### config.mk
export PLATFORM = sky130hd
export DESIGN_NAME = dpd_core
export DESIGN_NICKNAME = d
export VERILOG_FILES = /design/src/dpd_pkg.sv /design/src/dpd_core.sv
export VERILOG_INCLUDE_DIRS = /design/src
export SDC_FILE = /design/constraint.sdc
export NUM_CORES = 1
export LEC_CHECK = 0
export ABC_AREA = 1
export BUFFER_PORTS_ARGS = -buffer_cell sky130_fd_sc_hd__clkbuf_2
export CAP_MARGIN = 10
export CORE_MARGIN = 2
export CORE_UTILIZATION = 25
export CTS_CLUSTER_SIZE = 14
export DETAILED_ROUTE_END_ITERATION = 10
export HOLD_SLACK_MARGIN = 0.08
export SYNTH_ARGS = -nofsm -noshare
export SYNTH_HDL_FRONTEND = slang
export SYNTH_SLANG_ARGS = --single-unit
### constraint.sdc
create_clock -name i_clk -period 3.58 [get_ports i_clk]
set_input_delay 0.537 -clock i_clk [delete_from_list [all_inputs] [get_ports i_clk]]
set_output_delay 0.537 -clock i_clk [all_outputs]
set_load 0.01 [all_outputs]
### src/dpd_consts.svh
// Constants for the dual port converter clock and decode block
`ifndef DPD_CONSTS_SVH
`define DPD_CONSTS_SVH
`define DPD_WORD_W 10
`define DPD_UPPER_W 5
`define DPD_MID_W 4
`define DPD_UPPER_SEG 31
`define DPD_MID_SEG 15
`define DPD_PERIOD_W 16
`define DPD_LOCK_CNT 4'h8
`define DPD_PERIOD_TOL 16'h0001
`define DPD_SYNC_W 24
`define DPD_SYNC_EXT 23
`define DPD_SYNC_SUP 22
`define DPD_SYNC_SHI 21
`define DPD_SYNC_SLO 20
`endif

### src/dpd_pkg.sv
// Types shared by the dual port converter clock and decode block
package dpd_pkg;
    typedef struct packed {
        logic [30:0] upper;
        logic [14:0] mid;
        logic lsb;
    } dpd_seg_s;
    typedef struct packed {
        logic [9:0] first_port_bits;
        logic [9:0] second_port_bits;
    } dpd_ports_s;
    typedef enum logic [1:0] {
        ST_IDLE,
        ST_ACQ,
        ST_LOCKED
    } dpd_lock_e;
endpackage

### src/dpd_core.sv
// Clock doubling, port interleave and segment decode for the converter
`timescale 1ns/10ps
`include "dpd_consts.svh"
module dpd_core (
    input wire logic i_clk,
    input wire logic i_rst_n,
    input wire logic i_ext_clk,
    input wire logic i_multiplier_supply_pin,
    input wire logic i_range_sel_hi,
    input wire logic i_range_sel_lo,
    input wire dpd_pkg::dpd_ports_s i_ports,
    output logic o_lock_indicator,
    output logic o_x2_tick,
    output logic [3:0] o_range_div,
    output logic [9:0] o_dac_word,
    output dpd_pkg::dpd_seg_s o_current_out_true,
    output dpd_pkg::dpd_seg_s o_current_out_comp
);
    import dpd_pkg::*;

    localparam int PW = `DPD_PERIOD_W;

    function automatic logic [30:0] therm31(input logic [4:0] v);
        logic [30:0] t;
        t = '0;
        for (int k = 0; k < `DPD_UPPER_SEG; k++) begin
            t[k] = (5'(k) < v);
        end
        return t;
    endfunction

    function automatic logic [14:0] therm15(input logic [3:0] v);
        logic [14:0] t;
        t = '0;
        for (int k = 0; k < `DPD_MID_SEG; k++) begin
            t[k] = (4'(k) < v);
        end
        return t;
    endfunction

    // Pin synchronisers: a bit changes once stages two and three agree
    logic [`DPD_SYNC_W-1:0] raw;
    logic [`DPD_SYNC_W-1:0] s1_q, s2_q, s3_q, sv_q, sv_d;
    assign raw = {i_ext_clk, i_multiplier_supply_pin, i_range_sel_hi,
                  i_range_sel_lo, i_ports};

    genvar gi;
    generate
        for (gi = 0; gi < `DPD_SYNC_W; gi++) begin : g_sync
            always_comb begin
                sv_d[gi] = (s2_q[gi] == s3_q[gi]) ? s3_q[gi] : sv_q[gi];
            end
        end
    endgenerate

    always_ff @(posedge i_clk or negedge i_rst_n) begin
        if (!i_rst_n) begin
            s1_q <= '0;
            s2_q <= '0;
            s3_q <= '0;
            sv_q <= '0;
        end else begin
            s1_q <= raw;
            s2_q <= s1_q;
            s3_q <= s2_q;
            sv_q <= sv_d;
        end
    end

    dpd_ports_s pin_ports;
    logic active;
    logic [1:0] sel;
    assign pin_ports = dpd_ports_s'(sv_q[19:0]);
    assign active = sv_q[`DPD_SYNC_SUP];
    assign sel = {sv_q[`DPD_SYNC_SHI], sv_q[`DPD_SYNC_SLO]};

    // Clock recovery: period measure, prescaled sub ticks, mid-period tick
    logic ext_prev_q, rise;
    logic [PW-1:0] cnt_q, cnt_d, period_q, period_d, prev_q, prev_d;
    logic [PW-1:0] sub_len, sub_cnt_q, sub_cnt_d;
    logic [3:0] presc_q, presc_d, div;
    logic mid, mid_done_q, mid_done_d, fb_q, fb_d;
    logic [3:0] good_q, good_d;
    dpd_lock_e st_q, st_d;
    logic period_ok;

    assign rise = active & sv_q[`DPD_SYNC_EXT] & ~ext_prev_q;
    assign div = 4'h1 << sel;
    assign period_ok = (period_d >= prev_q ? period_d - prev_q
                                           : prev_q - period_d)
                       <= `DPD_PERIOD_TOL;

    always_comb begin
        // Each sub tick spans period/(2*div), so div of them reach mid-period
        sub_len = period_q >> ({1'b0, sel} + 3'h1);
        if (sub_len == '0) begin
            sub_len = PW'(1);
        end
    end

    always_comb begin
        cnt_d = cnt_q + PW'(1);
        period_d = period_q;
        prev_d = prev_q;
        sub_cnt_d = sub_cnt_q;
        presc_d = presc_q;
        mid_done_d = mid_done_q;
        fb_d = fb_q;
        good_d = good_q;
        st_d = st_q;
        mid = 1'b0;
        if (!active) begin
            cnt_d = '0;
            sub_cnt_d = '0;
            presc_d = '0;
            mid_done_d = 1'b0;
            fb_d = 1'b0;
            good_d = '0;
            st_d = ST_IDLE;
        end else if (rise) begin
            period_d = cnt_q + PW'(1);
            prev_d = period_q;
            cnt_d = '0;
            sub_cnt_d = '0;
            presc_d = '0;
            mid_done_d = 1'b0;
            fb_d = ~fb_q;
            // Phase check: the halved feedback must have toggled at mid
            case (st_q)
                ST_IDLE: begin
                    st_d = ST_ACQ;
                    good_d = '0;
                end
                ST_ACQ: begin
                    if (mid_done_q && fb_q == 1'b0 && period_ok) begin
                        good_d = good_q + 4'h1;
                        if (good_q + 4'h1 >= `DPD_LOCK_CNT) begin
                            st_d = ST_LOCKED;
                        end
                    end else begin
                        good_d = '0;
                    end
                end
                ST_LOCKED: begin
                    if (!(mid_done_q && fb_q == 1'b0 && period_ok)) begin
                        st_d = ST_ACQ;
                        good_d = '0;
                    end
                end
                default: begin
                    st_d = ST_IDLE;
                end
            endcase
        end else if (!mid_done_q && period_q != '0) begin
            if (sub_cnt_q + PW'(1) >= sub_len) begin
                sub_cnt_d = '0;
                presc_d = presc_q + 4'h1;
                if (presc_q + 4'h1 >= div) begin
                    mid = 1'b1;
                    mid_done_d = 1'b1;
                    fb_d = ~fb_q;
                end
            end else begin
                sub_cnt_d = sub_cnt_q + PW'(1);
            end
        end
        if (cnt_q == {PW{1'b1}} && active && !rise) begin
            cnt_d = cnt_q;
        end
    end

    always_ff @(posedge i_clk or negedge i_rst_n) begin
        if (!i_rst_n) begin
            ext_prev_q <= 1'b0;
            cnt_q <= '0;
            period_q <= '0;
            prev_q <= '0;
            sub_cnt_q <= '0;
            presc_q <= '0;
            mid_done_q <= 1'b0;
            fb_q <= 1'b0;
            good_q <= '0;
            st_q <= ST_IDLE;
        end else begin
            ext_prev_q <= sv_q[`DPD_SYNC_EXT];
            cnt_q <= cnt_d;
            period_q <= period_d;
            prev_q <= prev_d;
            sub_cnt_q <= sub_cnt_d;
            presc_q <= presc_d;
            mid_done_q <= mid_done_d;
            fb_q <= fb_d;
            good_q <= good_d;
            st_q <= st_d;
        end
    end

    // Data path: port latches, interleave into output latch, decode
    dpd_ports_s lat_q, lat_d;
    logic [9:0] dac_q, dac_d;
    dpd_seg_s seg_q, seg_d;
    logic lock_q, lock_d, x2_q, x2_d;
    logic [3:0] div_q;

    always_comb begin
        lat_d = lat_q;
        dac_d = dac_q;
        if (rise) begin
            lat_d = pin_ports;
            dac_d = lat_q.second_port_bits;
        end else if (mid) begin
            dac_d = lat_q.first_port_bits;
        end
        // Straight binary: top five bits, middle four, then the last bit
        seg_d.upper = therm31(dac_d[9:5]);
        seg_d.mid = therm15(dac_d[4:1]);
        seg_d.lsb = dac_d[0];
        x2_d = rise | mid;
        lock_d = active && st_d == ST_LOCKED;
    end

    always_ff @(posedge i_clk or negedge i_rst_n) begin
        if (!i_rst_n) begin
            lat_q <= '0;
            dac_q <= '0;
            seg_q <= '0;
            lock_q <= 1'b0;
            x2_q <= 1'b0;
            div_q <= 4'h1;
        end else begin
            lat_q <= lat_d;
            dac_q <= dac_d;
            seg_q <= seg_d;
            lock_q <= lock_d;
            x2_q <= x2_d;
            div_q <= div;
        end
    end

    assign o_dac_word = dac_q;
    assign o_current_out_true = seg_q;
    assign o_current_out_comp = ~seg_q;
    assign o_lock_indicator = lock_q;
    assign o_x2_tick = x2_q;
    assign o_range_div = div_q;

    a_port_capture: assert property (@(posedge i_clk)
        disable iff (!i_rst_n) rise |=> lat_q == $past(pin_ports))
        else $error("ports not captured on rise");
    a_second_out: assert property (@(posedge i_clk)
        disable iff (!i_rst_n) rise |=> dac_q == $past(lat_q.second_port_bits))
        else $error("second port not sent on rise");
    a_first_out: assert property (@(posedge i_clk)
        disable iff (!i_rst_n)
        mid |=> dac_q == $past(lat_q.first_port_bits) ##1 !o_x2_tick)
        else $error("first port not sent at mid");
    a_comp_pair: assert property (@(posedge i_clk)
        disable iff (!i_rst_n) (o_current_out_true ^ o_current_out_comp) == '1)
        else $error("switch pair not complementary");
    a_upper_therm: assert property (@(posedge i_clk)
        disable iff (!i_rst_n)
        $countones(o_current_out_true.upper) == int'(o_dac_word[9:5]))
        else $error("upper segment count wrong");
    a_mid_therm: assert property (@(posedge i_clk)
        disable iff (!i_rst_n)
        $countones(o_current_out_true.mid) == int'(o_dac_word[4:1]))
        else $error("middle segment count wrong");
    a_lsb_pass: assert property (@(posedge i_clk)
        disable iff (!i_rst_n) o_current_out_true.lsb == o_dac_word[0])
        else $error("lsb not passed");
    a_lock_off: assert property (@(posedge i_clk)
        disable iff (!i_rst_n) !active |=> !o_lock_indicator)
        else $error("lock high without supply");
    a_range_div: assert property (@(posedge i_clk)
        disable iff (!i_rst_n) ##1 o_range_div == (4'h1 << $past(sel)))
        else $error("range divide wrong");
    a_x2_tick: assert property (@(posedge i_clk)
        disable iff (!i_rst_n) (rise || mid) |=> o_x2_tick)
        else $error("doubled tick missing");
    a_fb_toggle: assert property (@(posedge i_clk)
        disable iff (!i_rst_n) rise |=> fb_q != $past(fb_q))
        else $error("feedback did not toggle on rise");
    a_latch_hold: assert property (@(posedge i_clk)
        disable iff (!i_rst_n) !rise |=> $stable(lat_q))
        else $error("port latch moved without a rise");
    a_dac_hold: assert property (@(posedge i_clk)
        disable iff (!i_rst_n) !(rise || mid) |=> $stable(o_dac_word))
        else $error("output latch moved without an event");
    a_lock_state: assert property (@(posedge i_clk)
        disable iff (!i_rst_n) o_lock_indicator |-> st_q == ST_LOCKED)
        else $error("lock high outside locked state");
    a_lock_count: assert property (@(posedge i_clk)
        disable iff (!i_rst_n)
        $rose(o_lock_indicator) |-> $past(good_q) == `DPD_LOCK_CNT - 4'h1)
        else $error("lock rose before enough good periods");
    a_upper_shape: assert property (@(posedge i_clk)
        disable iff (!i_rst_n)
        (o_current_out_true.upper & (o_current_out_true.upper + 31'h1)) == '0)
        else $error("upper controls not a thermometer");
    a_mid_shape: assert property (@(posedge i_clk)
        disable iff (!i_rst_n)
        (o_current_out_true.mid & (o_current_out_true.mid + 15'h1)) == '0)
        else $error("middle controls not a thermometer");
    a_div_onehot: assert property (@(posedge i_clk)
        disable iff (!i_rst_n) $onehot(o_range_div))
        else $error("range divide not a power of two");
    a_idle_quiet: assert property (@(posedge i_clk)
        disable iff (!i_rst_n) !active |=> !o_x2_tick)
        else $error("tick without supply");
    a_tick_source: assert property (@(posedge i_clk)
        disable iff (!i_rst_n) o_x2_tick |-> $past(rise || mid))
        else $error("tick without an output latch update");
    a_msb_upper: assert property (@(posedge i_clk)
        disable iff (!i_rst_n) o_dac_word[9] |-> o_current_out_true.upper[15])
        else $error("top bit does not feed upper segments");
endmodule

==> metrics, run 1 <==
final worst-path cycle share 0.999; sequential area share after synthesis 0.516; r2r worst-path depth 29; Util after Layout 0.341; most frequent CP cell nand2_2; most frequent cells after synthesis nand2_1, dfrtp_1, inv_1; Starting Density 0.252; Worst path max stage delay a little under 400 ps; post-route ant nets 0; top-count cell post-synth nand2_1; CP max FO 8; reg2reg start cnt_q[1]; Slew HR 0.454; worst path required time between 4000 and 5000 ps; Bufs on Longest Clock Path 3; Synthesis Warnings 0; Synth Area per Inst approximately 8.7 µm²; root buffer cell clkbuf_16; power per cell area 702 nW/µm²; Top-Level Pins 136; Core Region approximately 49000 µm²; number of I/O port buffers about 140; antenna violations before repair 1; largest cells by area after synthesis dfrtp_1, nand2_1, inv_1; setup TNS 0 ps; Hold Crit Start s1_q[19]; die height roughly 230 µm; R2R setup slack roughly 2.5 ps; VDD IR-drop max 471 µV; cells after synthesis 1416; Critical Path AT between 4000 and 5000 ps; status finished clean; layout cells sized above 1 0.295; Worst Skew around 8.6 ps; CTS tree built; Hold Crit Class reg -> reg; Final setup viols 0; Hold EP s2_q[19]; GR Overflow Total 0; Mapped Area between 10000 and 15000 µm²; final WL ~31000 µm; multi-input logic area ~5600 µm²; number of global-route vias before repair between 9000 and 10000; Lkg Pwr around 8.3 nW; Yosys reg bits between 200 and 300; GPL Wtd Cong ~0.86; Total Routing Usage GR 0.118; Tmin final 3580 ps; Crit-path slowest cell dfrtp_1; Pre-Repair DR Iteration Count 4; synth-to-layout area growth 35.4%; Clock Pin Slew Worst Setup and Hold Paths roughly 60 ps; DR vias/cell roughly 4.3; die area slightly above 50000 µm²; hold_ws 347 ps; Initial DRC Count 551; Cell variety after synth 53; MaxCap Viol Count 0; RSZ-0062 raised after global routing true; Fmax about 280 MHz; Post-Syn Nets between 1000 and 1500; Setup CP Type reg -> reg; Worst-Skew Late Latency around 570 ps; # clock sinks 253; area leader, netlist dfrtp_1; cell row count 81; Inserted Diodes 0; largest net degree at the start of global routing about 100; post-DP HPWL 22200 µm; routed len/inst 13.3 µm; DRC violations left 0; first-pass GRT wire length about 49000 µm; Reg area 6330 µm²; Slew Limit Fails 0; EDFF count, synth 0; Die Width between 200 and 250 µm; CTS Buf Count 27; Startpoint Class register; reg2reg end o_lock_indicator; share of the synthesized area in the top cell type 0.514; Max H-tree Level 1; asr flop ratio synth 1.00; Final Hold Viols 0; CP Capture Type register; layout net count roughly 1800; prevailing post-synth register cell dfrtp_1; Hold Crit Depth 0; routed via count roughly 10000; slew of the pin with the lowest slew margin a little over 800 ps; Layout fillers 4965
## cell usage in the layout, fill, tap and decap left out, types with 8 or more instances in the layout
cell / n
nand2_1: 363
dfrtp_1: 251
inv_1: 214
clkbuf_2: 134
buf_4: 122
o21ai_0: 65
nand3_1: 58
nand2_2: 46
nor2_1: 44
ha_1: 38
o21ai_1: 29
clkbuf_16: 29
a21oi_1: 28
xor2_1: 25
dlygate4sd3_1: 25
maj3_1: 24
nor2_4: 19
nand4_1: 19
inv_2: 16
nand2_4: 16
nor2_2: 15
o21ai_2: 12
a21oi_2: 12
ha_4: 12
buf_12: 9
nand3_2: 8
clkbuf_8: 8
## worst max-delay path: cells and delay by family, from the launching register on
family	cells	cell delay, ps
compound gates	3	380
flops	1	390
simple gates	19	1880
buf+inv	5	420
fa+ha+maj	1	210
xor+xnor	1	220
## timing repair
item,CTS,global route
hold buffers,25,0
gates cloned,0,4
setup buffers,3,27
gates resized for setup,39,167
pin swaps,10,75
endpoints found under the hold margin,105,0
setup endpoints to repair,29,53
## per-layer routing
metal | global-route usage | vias to the layer above | wire length (µm)
met2 | 0.192 | 203 | 14600
met5 | 0 | - | 0
met4 | 0.0271 | 0 | 635
li1 | - | 5006 | -
met1 | 0.161 | 4889 | 14400
met3 | 0.0228 | 47 | 1450
## worst max-delay path by stage
stage / from / cells after the start / endpoint / slack [ps]
floorplan: sv_q[22] / 26 / good_q[0] / 10
detailed placement: cnt_q[1] / 25 / good_q[0] / -180
CTS: cnt_q[1] / 28 / good_q[0] / -0.6
global route: cnt_q[1] / 30 / o_lock_indicator / -300
global placement: cnt_q[0] / 23 / good_q[0] / -40
finish: cnt_q[1] / 29 / o_lock_indicator / 2
## kinds of logic (layout without fill, tap and decap cells)
kind of cell | Yosys count | count (layout) | share of synthesized area
xor gates and xnor gates | 31 | 31 | 0.0221
buffers and inverters | 267 | 577 | 0.0856
and+or+nand+nor | 614 | 616 | 0.221
adders and majority gates | 80 | 80 | 0.0779
DFF | 253 | 253 | 0.516
AOI/OAI and AO/OA | 171 | 171 | 0.0775
## report_power, final
part	internal [W]	total, W	switching [W]	leakage, nW
clock	0.00171	0.00291	0.00120	0.447
sequential	0.00335	0.00368	0.000327	3.16
combinational	0.00206	0.00506	0.00300	4.73
## per-stage QoR
step                      area, µm²  instances  power (W)  worst slack (ps)
final                         16600       2350     0.0116              2.50
after CTS                     15700       2319     0.0112            -0.626
after global routing          16600       2350     0.0125              -297
after floorplan               12300       1416    0.00636              12.3
after detailed placement      14400       2241    0.00807              -183
after global placement        14400       2241    0.00800             -41.4
## flip-flops by register name (all words and copies together) (netlist names)
signal              cells
sub_cnt_q              16
sv_q                   24
ext_prev_q              1
o_x2_tick               1
lat_q                  20
prev_q                 16
good_q                  4
o_range_div             4
o_lock_indicator        1
s1_q                   24
s3_q                   24
cnt_q                  16
s2_q                   24
mid_done_q              1
o_current_out_true     46
period_q               16
presc_q                 4
o_dac_word              8
fb_q                    1
st_q                    2
## area by class of cell
class | instances | area share
repair buffers | 293 | 0.125
inverters | 234 | 0.0537
clock inverters | 10 | 0.00776
well taps | 622 | 0.0469
multi-input cells | 898 | 0.336
clock buffers | 40 | 0.0485
flip-flops and latches | 253 | 0.381
Power figures use the tool's default switching activity.
==> run 2, diff against run 1 <==
==> constraint.sdc (replaced) <==
create_clock -name i_clk -period 4.2 [get_ports i_clk]
set_input_delay 0.63 -clock i_clk [delete_from_list [all_inputs] [get_ports i_clk]]
set_output_delay 0.63 -clock i_clk [all_outputs]
set_load 0.01 [all_outputs]
==> metrics, run 2 (synthesized netlist as in run 1, its figures left out) <==
Core Region 48600 µm²; Starting Density 0.252; status finished clean; hold_ws a little over 90 ps; number of I/O port buffers 135; post-route ant nets 0; Final Hold Viols 0; Crit-path slowest cell ha_2; placed cell area 13700 µm²; Final setup viols 0; Fmax ~270 MHz; number of global-route vias before repair roughly 9500; MaxCap Viol Count 0; routed via count about 9500; post-route cell area approximately 15000 µm²; root buffer cell clkbuf_16; cell row count 81; Max H-tree Level 1; CP Capture Type register; synth-to-layout area growth 20.1%; Worst Skew a little over 9 ps; Worst-Skew Late Latency roughly 560 ps; most frequent CP cell nand2_1; Die Width 226 µm; final worst-path cycle share 0.894; reg2reg start cnt_q[1]; Hold Crit Class in -> async; final cell count without fillers approximately 2200; R2R setup slack between 400 and 500 ps; GR Overflow Total 0; layout net count between 1500 and 2000; max FFs per register 46; CTS tree built; Tmin final about 3800 ps; largest net degree at the start of global routing 108; post-DP HPWL about 21000 µm; Critical Path AT between 4000 and 5000 ps; Top-Level Pins between 100 and 150; Inserted Diodes 0; Bufs on Longest Clock Path 3; Critical path origin cnt_q[1]; Worst path max stage delay ~400 ps; DRC violations left 0; die height between 200 and 250 µm; Lkg Pwr 7.56 nW; Slew HR 0.391; CP max FO 8; Startpoint Class register; slew of the pin with the lowest slew margin 913 ps; Total Routing Usage GR 0.115; die area 50900 µm²; multi-input logic area between 4000 and 5000 µm²; reg2reg end good_q[2]; DR vias/cell about 4.3; commonest non-fill, non-tap cell in the layout nand2_1; routed len/inst between 10 and 15 µm; layout cells sized above 1 0.169; hold-fix buffers at CTS 0; VDD IR-drop max 454 µV; worst slack at placement between 150 and 200 ps; Initial DRC Count ~500; r2r worst-path depth 28; Slew Limit Fails 0; Placed Cells incl. Taps 2159; Setup CP Type reg -> reg; Clock Pin Slew Worst Setup and Hold Paths 60 ps; power per cell area around 610 nW/µm²; first-pass GRT wire length ~48000 µm; worst path required time 4700 ps; CTS Buf Count 27; Reg area around 6300 µm²; min setup slack post-route 443 ps; GPL Wtd Cong ~0.89; antenna violations before repair 0; Layout fillers about 5100; final WL ~29000 µm; most frequent cells in the layout nand2_1, dfrtp_1, inv_1, clkbuf_2, o21ai_0; Pre-Repair DR Iteration Count 5; # clock sinks 253
## run 2: cell types whose count changed in the layout (fill, tap and decap cells not counted), sizes merged
cell | previous run | this run
nand2 | 428 | 426
bufinv | 2 | 1
clkinvlp | 4 | 2
buf | 132 | 22
dlygate4sd3 | 25 | 0
clkinv | 3 | 7
clkbuf | 176 | 173
inv | 235 | 234
## run 2: final cells by class
type | count | area share
clock buffers | 39 | 0.0543
clock inverters | 10 | 0.00747
inverters | 234 | 0.0600
multi-input cells | 896 | 0.336
flip-flops and latches | 253 | 0.430
well taps | 622 | 0.0528
repair buffers | 156 | 0.0598
## run 2: how the worst max path moves through the flow
stage	end	slack, ps	depth (start not counted)
after floorplan	good_q[0]	530	26
after global placement	good_q[2]	330	28
after detailed placement	good_q[0]	200	28
after CTS	good_q[0]	160	28
after global routing	good_q[0]	-20	29
final	good_q[2]	440	28
## run 2: critical path: cells and delay by family, from the launching register on
kind / cells / cell delay [ps]
buffers and inverters: 4 / 330
DFF: 1 / 380
and+or+nand+nor: 20 / 2180
xor gates and xnor gates: 1 / 110
AOI/OAI and AO/OA: 1 / 120
adders and majority gates: 2 / 590
## run 2: layer usage
layer  vias up  GRT usage  share of wire
met3        42     0.0201          0.049
met4         0     0.0263          0.020
met2       190      0.192           0.47
li1       4725          -              -
met1      4583      0.154           0.46
met5         -          0              0
## run 2: through the flow
step	setup TNS, ps	power (W)	utilization
CTS	0	0.00903	0.301
detailed placement	0	0.00657	0.283
floorplan	0	0.00542	-
global placement	0	0.00652	0.283
global route	-61.2	0.00972	0.303
finish	0	0.00897	0.303
## run 2: repair_timing
| action | 4_1_cts | 5_1_grt |
|---|---|---|
| hold endpoints to repair | 0 | 0 |
| resized for setup | 0 | 21 |
| setup buffers | 0 | 2 |
| setup endpoints to repair | 0 | 9 |
## run 2: power breakdown
group	internal, W	switching, W
Clock	0.00140	0.000999
Combinational	0.00121	0.00221
Sequential	0.00286	0.000293
Total	0.00547	0.00351
==> run 3, diff against run 2 <==
==> constraint.sdc (replaced) <==
create_clock -name i_clk -period 4.2 [get_ports i_clk]
set_input_delay 0.21 -clock i_clk [delete_from_list [all_inputs] [get_ports i_clk]]
set_output_delay 0.21 -clock i_clk [all_outputs]
set_load 0.01 [all_outputs]
==> metrics, run 3 (synthesized netlist as in run 1, its figures left out) <==
status finished clean; final worst-path cycle share 0.906; first-pass GRT wire length 47400 µm; min setup slack post-route roughly 390 ps; final cell count without fillers roughly 2200; root buffer cell clkbuf_16; Max H-tree Level 1; Final setup viols 0; antenna violations before repair 0; worst path required time 4700 ps; GPL Wtd Cong about 0.9; Starting Density 0.252; Critical Path AT around 4300 ps; DRC violations left 0; final WL about 29000 µm; r2r worst-path depth 29; post-DP HPWL about 21000 µm; CP Capture Type register; Hold Crit Class in -> async; Setup CP Type reg -> reg; post-route ant nets 0; max layer used met4; GR Overflow Total 0; Bufs on Longest Clock Path 3; Critical path origin cnt_q[1]; Die Width 226 µm; Lkg Pwr roughly 7.7 nW; MaxCap Viol Count 0; Placed Cells incl. Taps between 2000 and 2500; metal2 WL 13100 µm; Slew Limit Fails 0; # clock sinks ~250; reg2reg start cnt_q[1]; Total Routing Usage GR 0.114; Startpoint Class register; routed via count approximately 9500; multi-input logic area 4990 µm²; Worst Skew between 9 and 10 ps; die area approximately 51000 µm²; DR vias/cell about 4.3; number of I/O port buffers around 140; Top-Level Pins ~140; Fmax between 200 and 300 MHz; largest net degree at the start of global routing between 100 and 150; routed len/inst ~13 µm; WL met3 roughly 1400 µm; CP max FO 10; CTS tree built; CTS Buf Count 27; reg2reg end good_q[0]; die height roughly 230 µm; commonest non-fill, non-tap cell in the layout nand2_1; VDD IR-drop max ~380 µV; Tmin final 3810 ps; power per cell area about 610 nW/µm²; Reg area 6330 µm²; Slew HR 0.567; worst slack at placement 188 ps; Pre-Repair DR Iteration Count 5; Worst path max stage delay approximately 380 ps; Core Region around 49000 µm²; Final Hold Viols 0; max FFs per register 46; Clock Pin Slew Worst Setup and Hold Paths 60 ps; most frequent CP cell nand2_1; met1 WL around 14000 µm; Inserted Diodes 0; Crit-path slowest cell dfrtp_1; R2R setup slack about 390 ps; cell row count slightly above 80; synth-to-layout area growth 23.0%; number of global-route vias before repair between 9000 and 10000; layout net count roughly 1700; most frequent cells in the layout nand2_1, dfrtp_1, inv_1, clkbuf_2, o21ai_0; Initial DRC Count 694; Layout fillers 5051; Worst-Skew Late Latency roughly 560 ps; layout cells sized above 1 0.167; slew of the pin with the lowest slew margin 643 ps
## run 3: cell types whose count changed in the layout (fill, tap and decap cells not counted), sizes merged
cell	before	now
bufinv	1	5
clkinv	7	4
buf	22	21
dlygate4sd3	0	25
clkinvlp	2	1
inv	234	235
## run 3: what timing repair did
action / 4_1_cts / 5_1_grt
gates resized for setup: 0 / 20
endpoints found under the hold margin: 84 / 0
endpoints found under the setup margin: 0 / 7
hold buffers: 25 / 0
setup buffers: 0 / 3
## run 3: per-stage QoR
stage	hold WS (ps)	util	instance area [µm²]	TNS (ps)	total power, W
after global routing	196	0.310	15100	-361	0.00992
after detailed placement	187	0.282	13700	0	0.00656
after floorplan	-85.6	-	12300	0	0.00542
after global placement	188	0.282	13700	0	0.00652
after CTS	180	0.308	15000	0	0.00924
final	168	0.310	15100	0	0.00918
## run 3: how the worst max path moves through the flow
stage                     end  slack [ps]
finish              good_q[0]         390
global route        good_q[0]         -90
global placement    good_q[1]         360
floorplan           good_q[0]         530
CTS                 good_q[2]         160
detailed placement  good_q[2]         190
## run 3: per-layer routing
metal	global-route usage	vias to the layer above
met5	0	-
met4	0.0276	0
met3	0.0193	49
met2	0.187	195
met1	0.157	4510
li1	-	4777
## run 3: power breakdown
group / switching, W / internal [W] / leakage [nW]
sequential: 0.000285 / 0.00286 / 3.16
combinational: 0.00222 / 0.00122 / 4.07
clock: 0.00100 / 0.00159 / 0.476
## run 3: critical path: cells and delay by family (launching register included)
kind / cells / cell delay, ps
fa+ha+maj: 2 / 430
xor+xnor: 1 / 210
flops: 1 / 380
compound gates: 1 / 120
simple gates: 21 / 2170
buf+inv: 4 / 450
## run 3: area by class of cell
class | count | share of cell area
Sequential cell | 253 | 0.420
Tap cell | 622 | 0.0516
Clock inverter | 11 | 0.0138
Inverter | 234 | 0.0584
Clock buffer | 39 | 0.0511
Timing Repair Buffer | 180 | 0.0745
Multi-Input combinational cell | 896 | 0.331
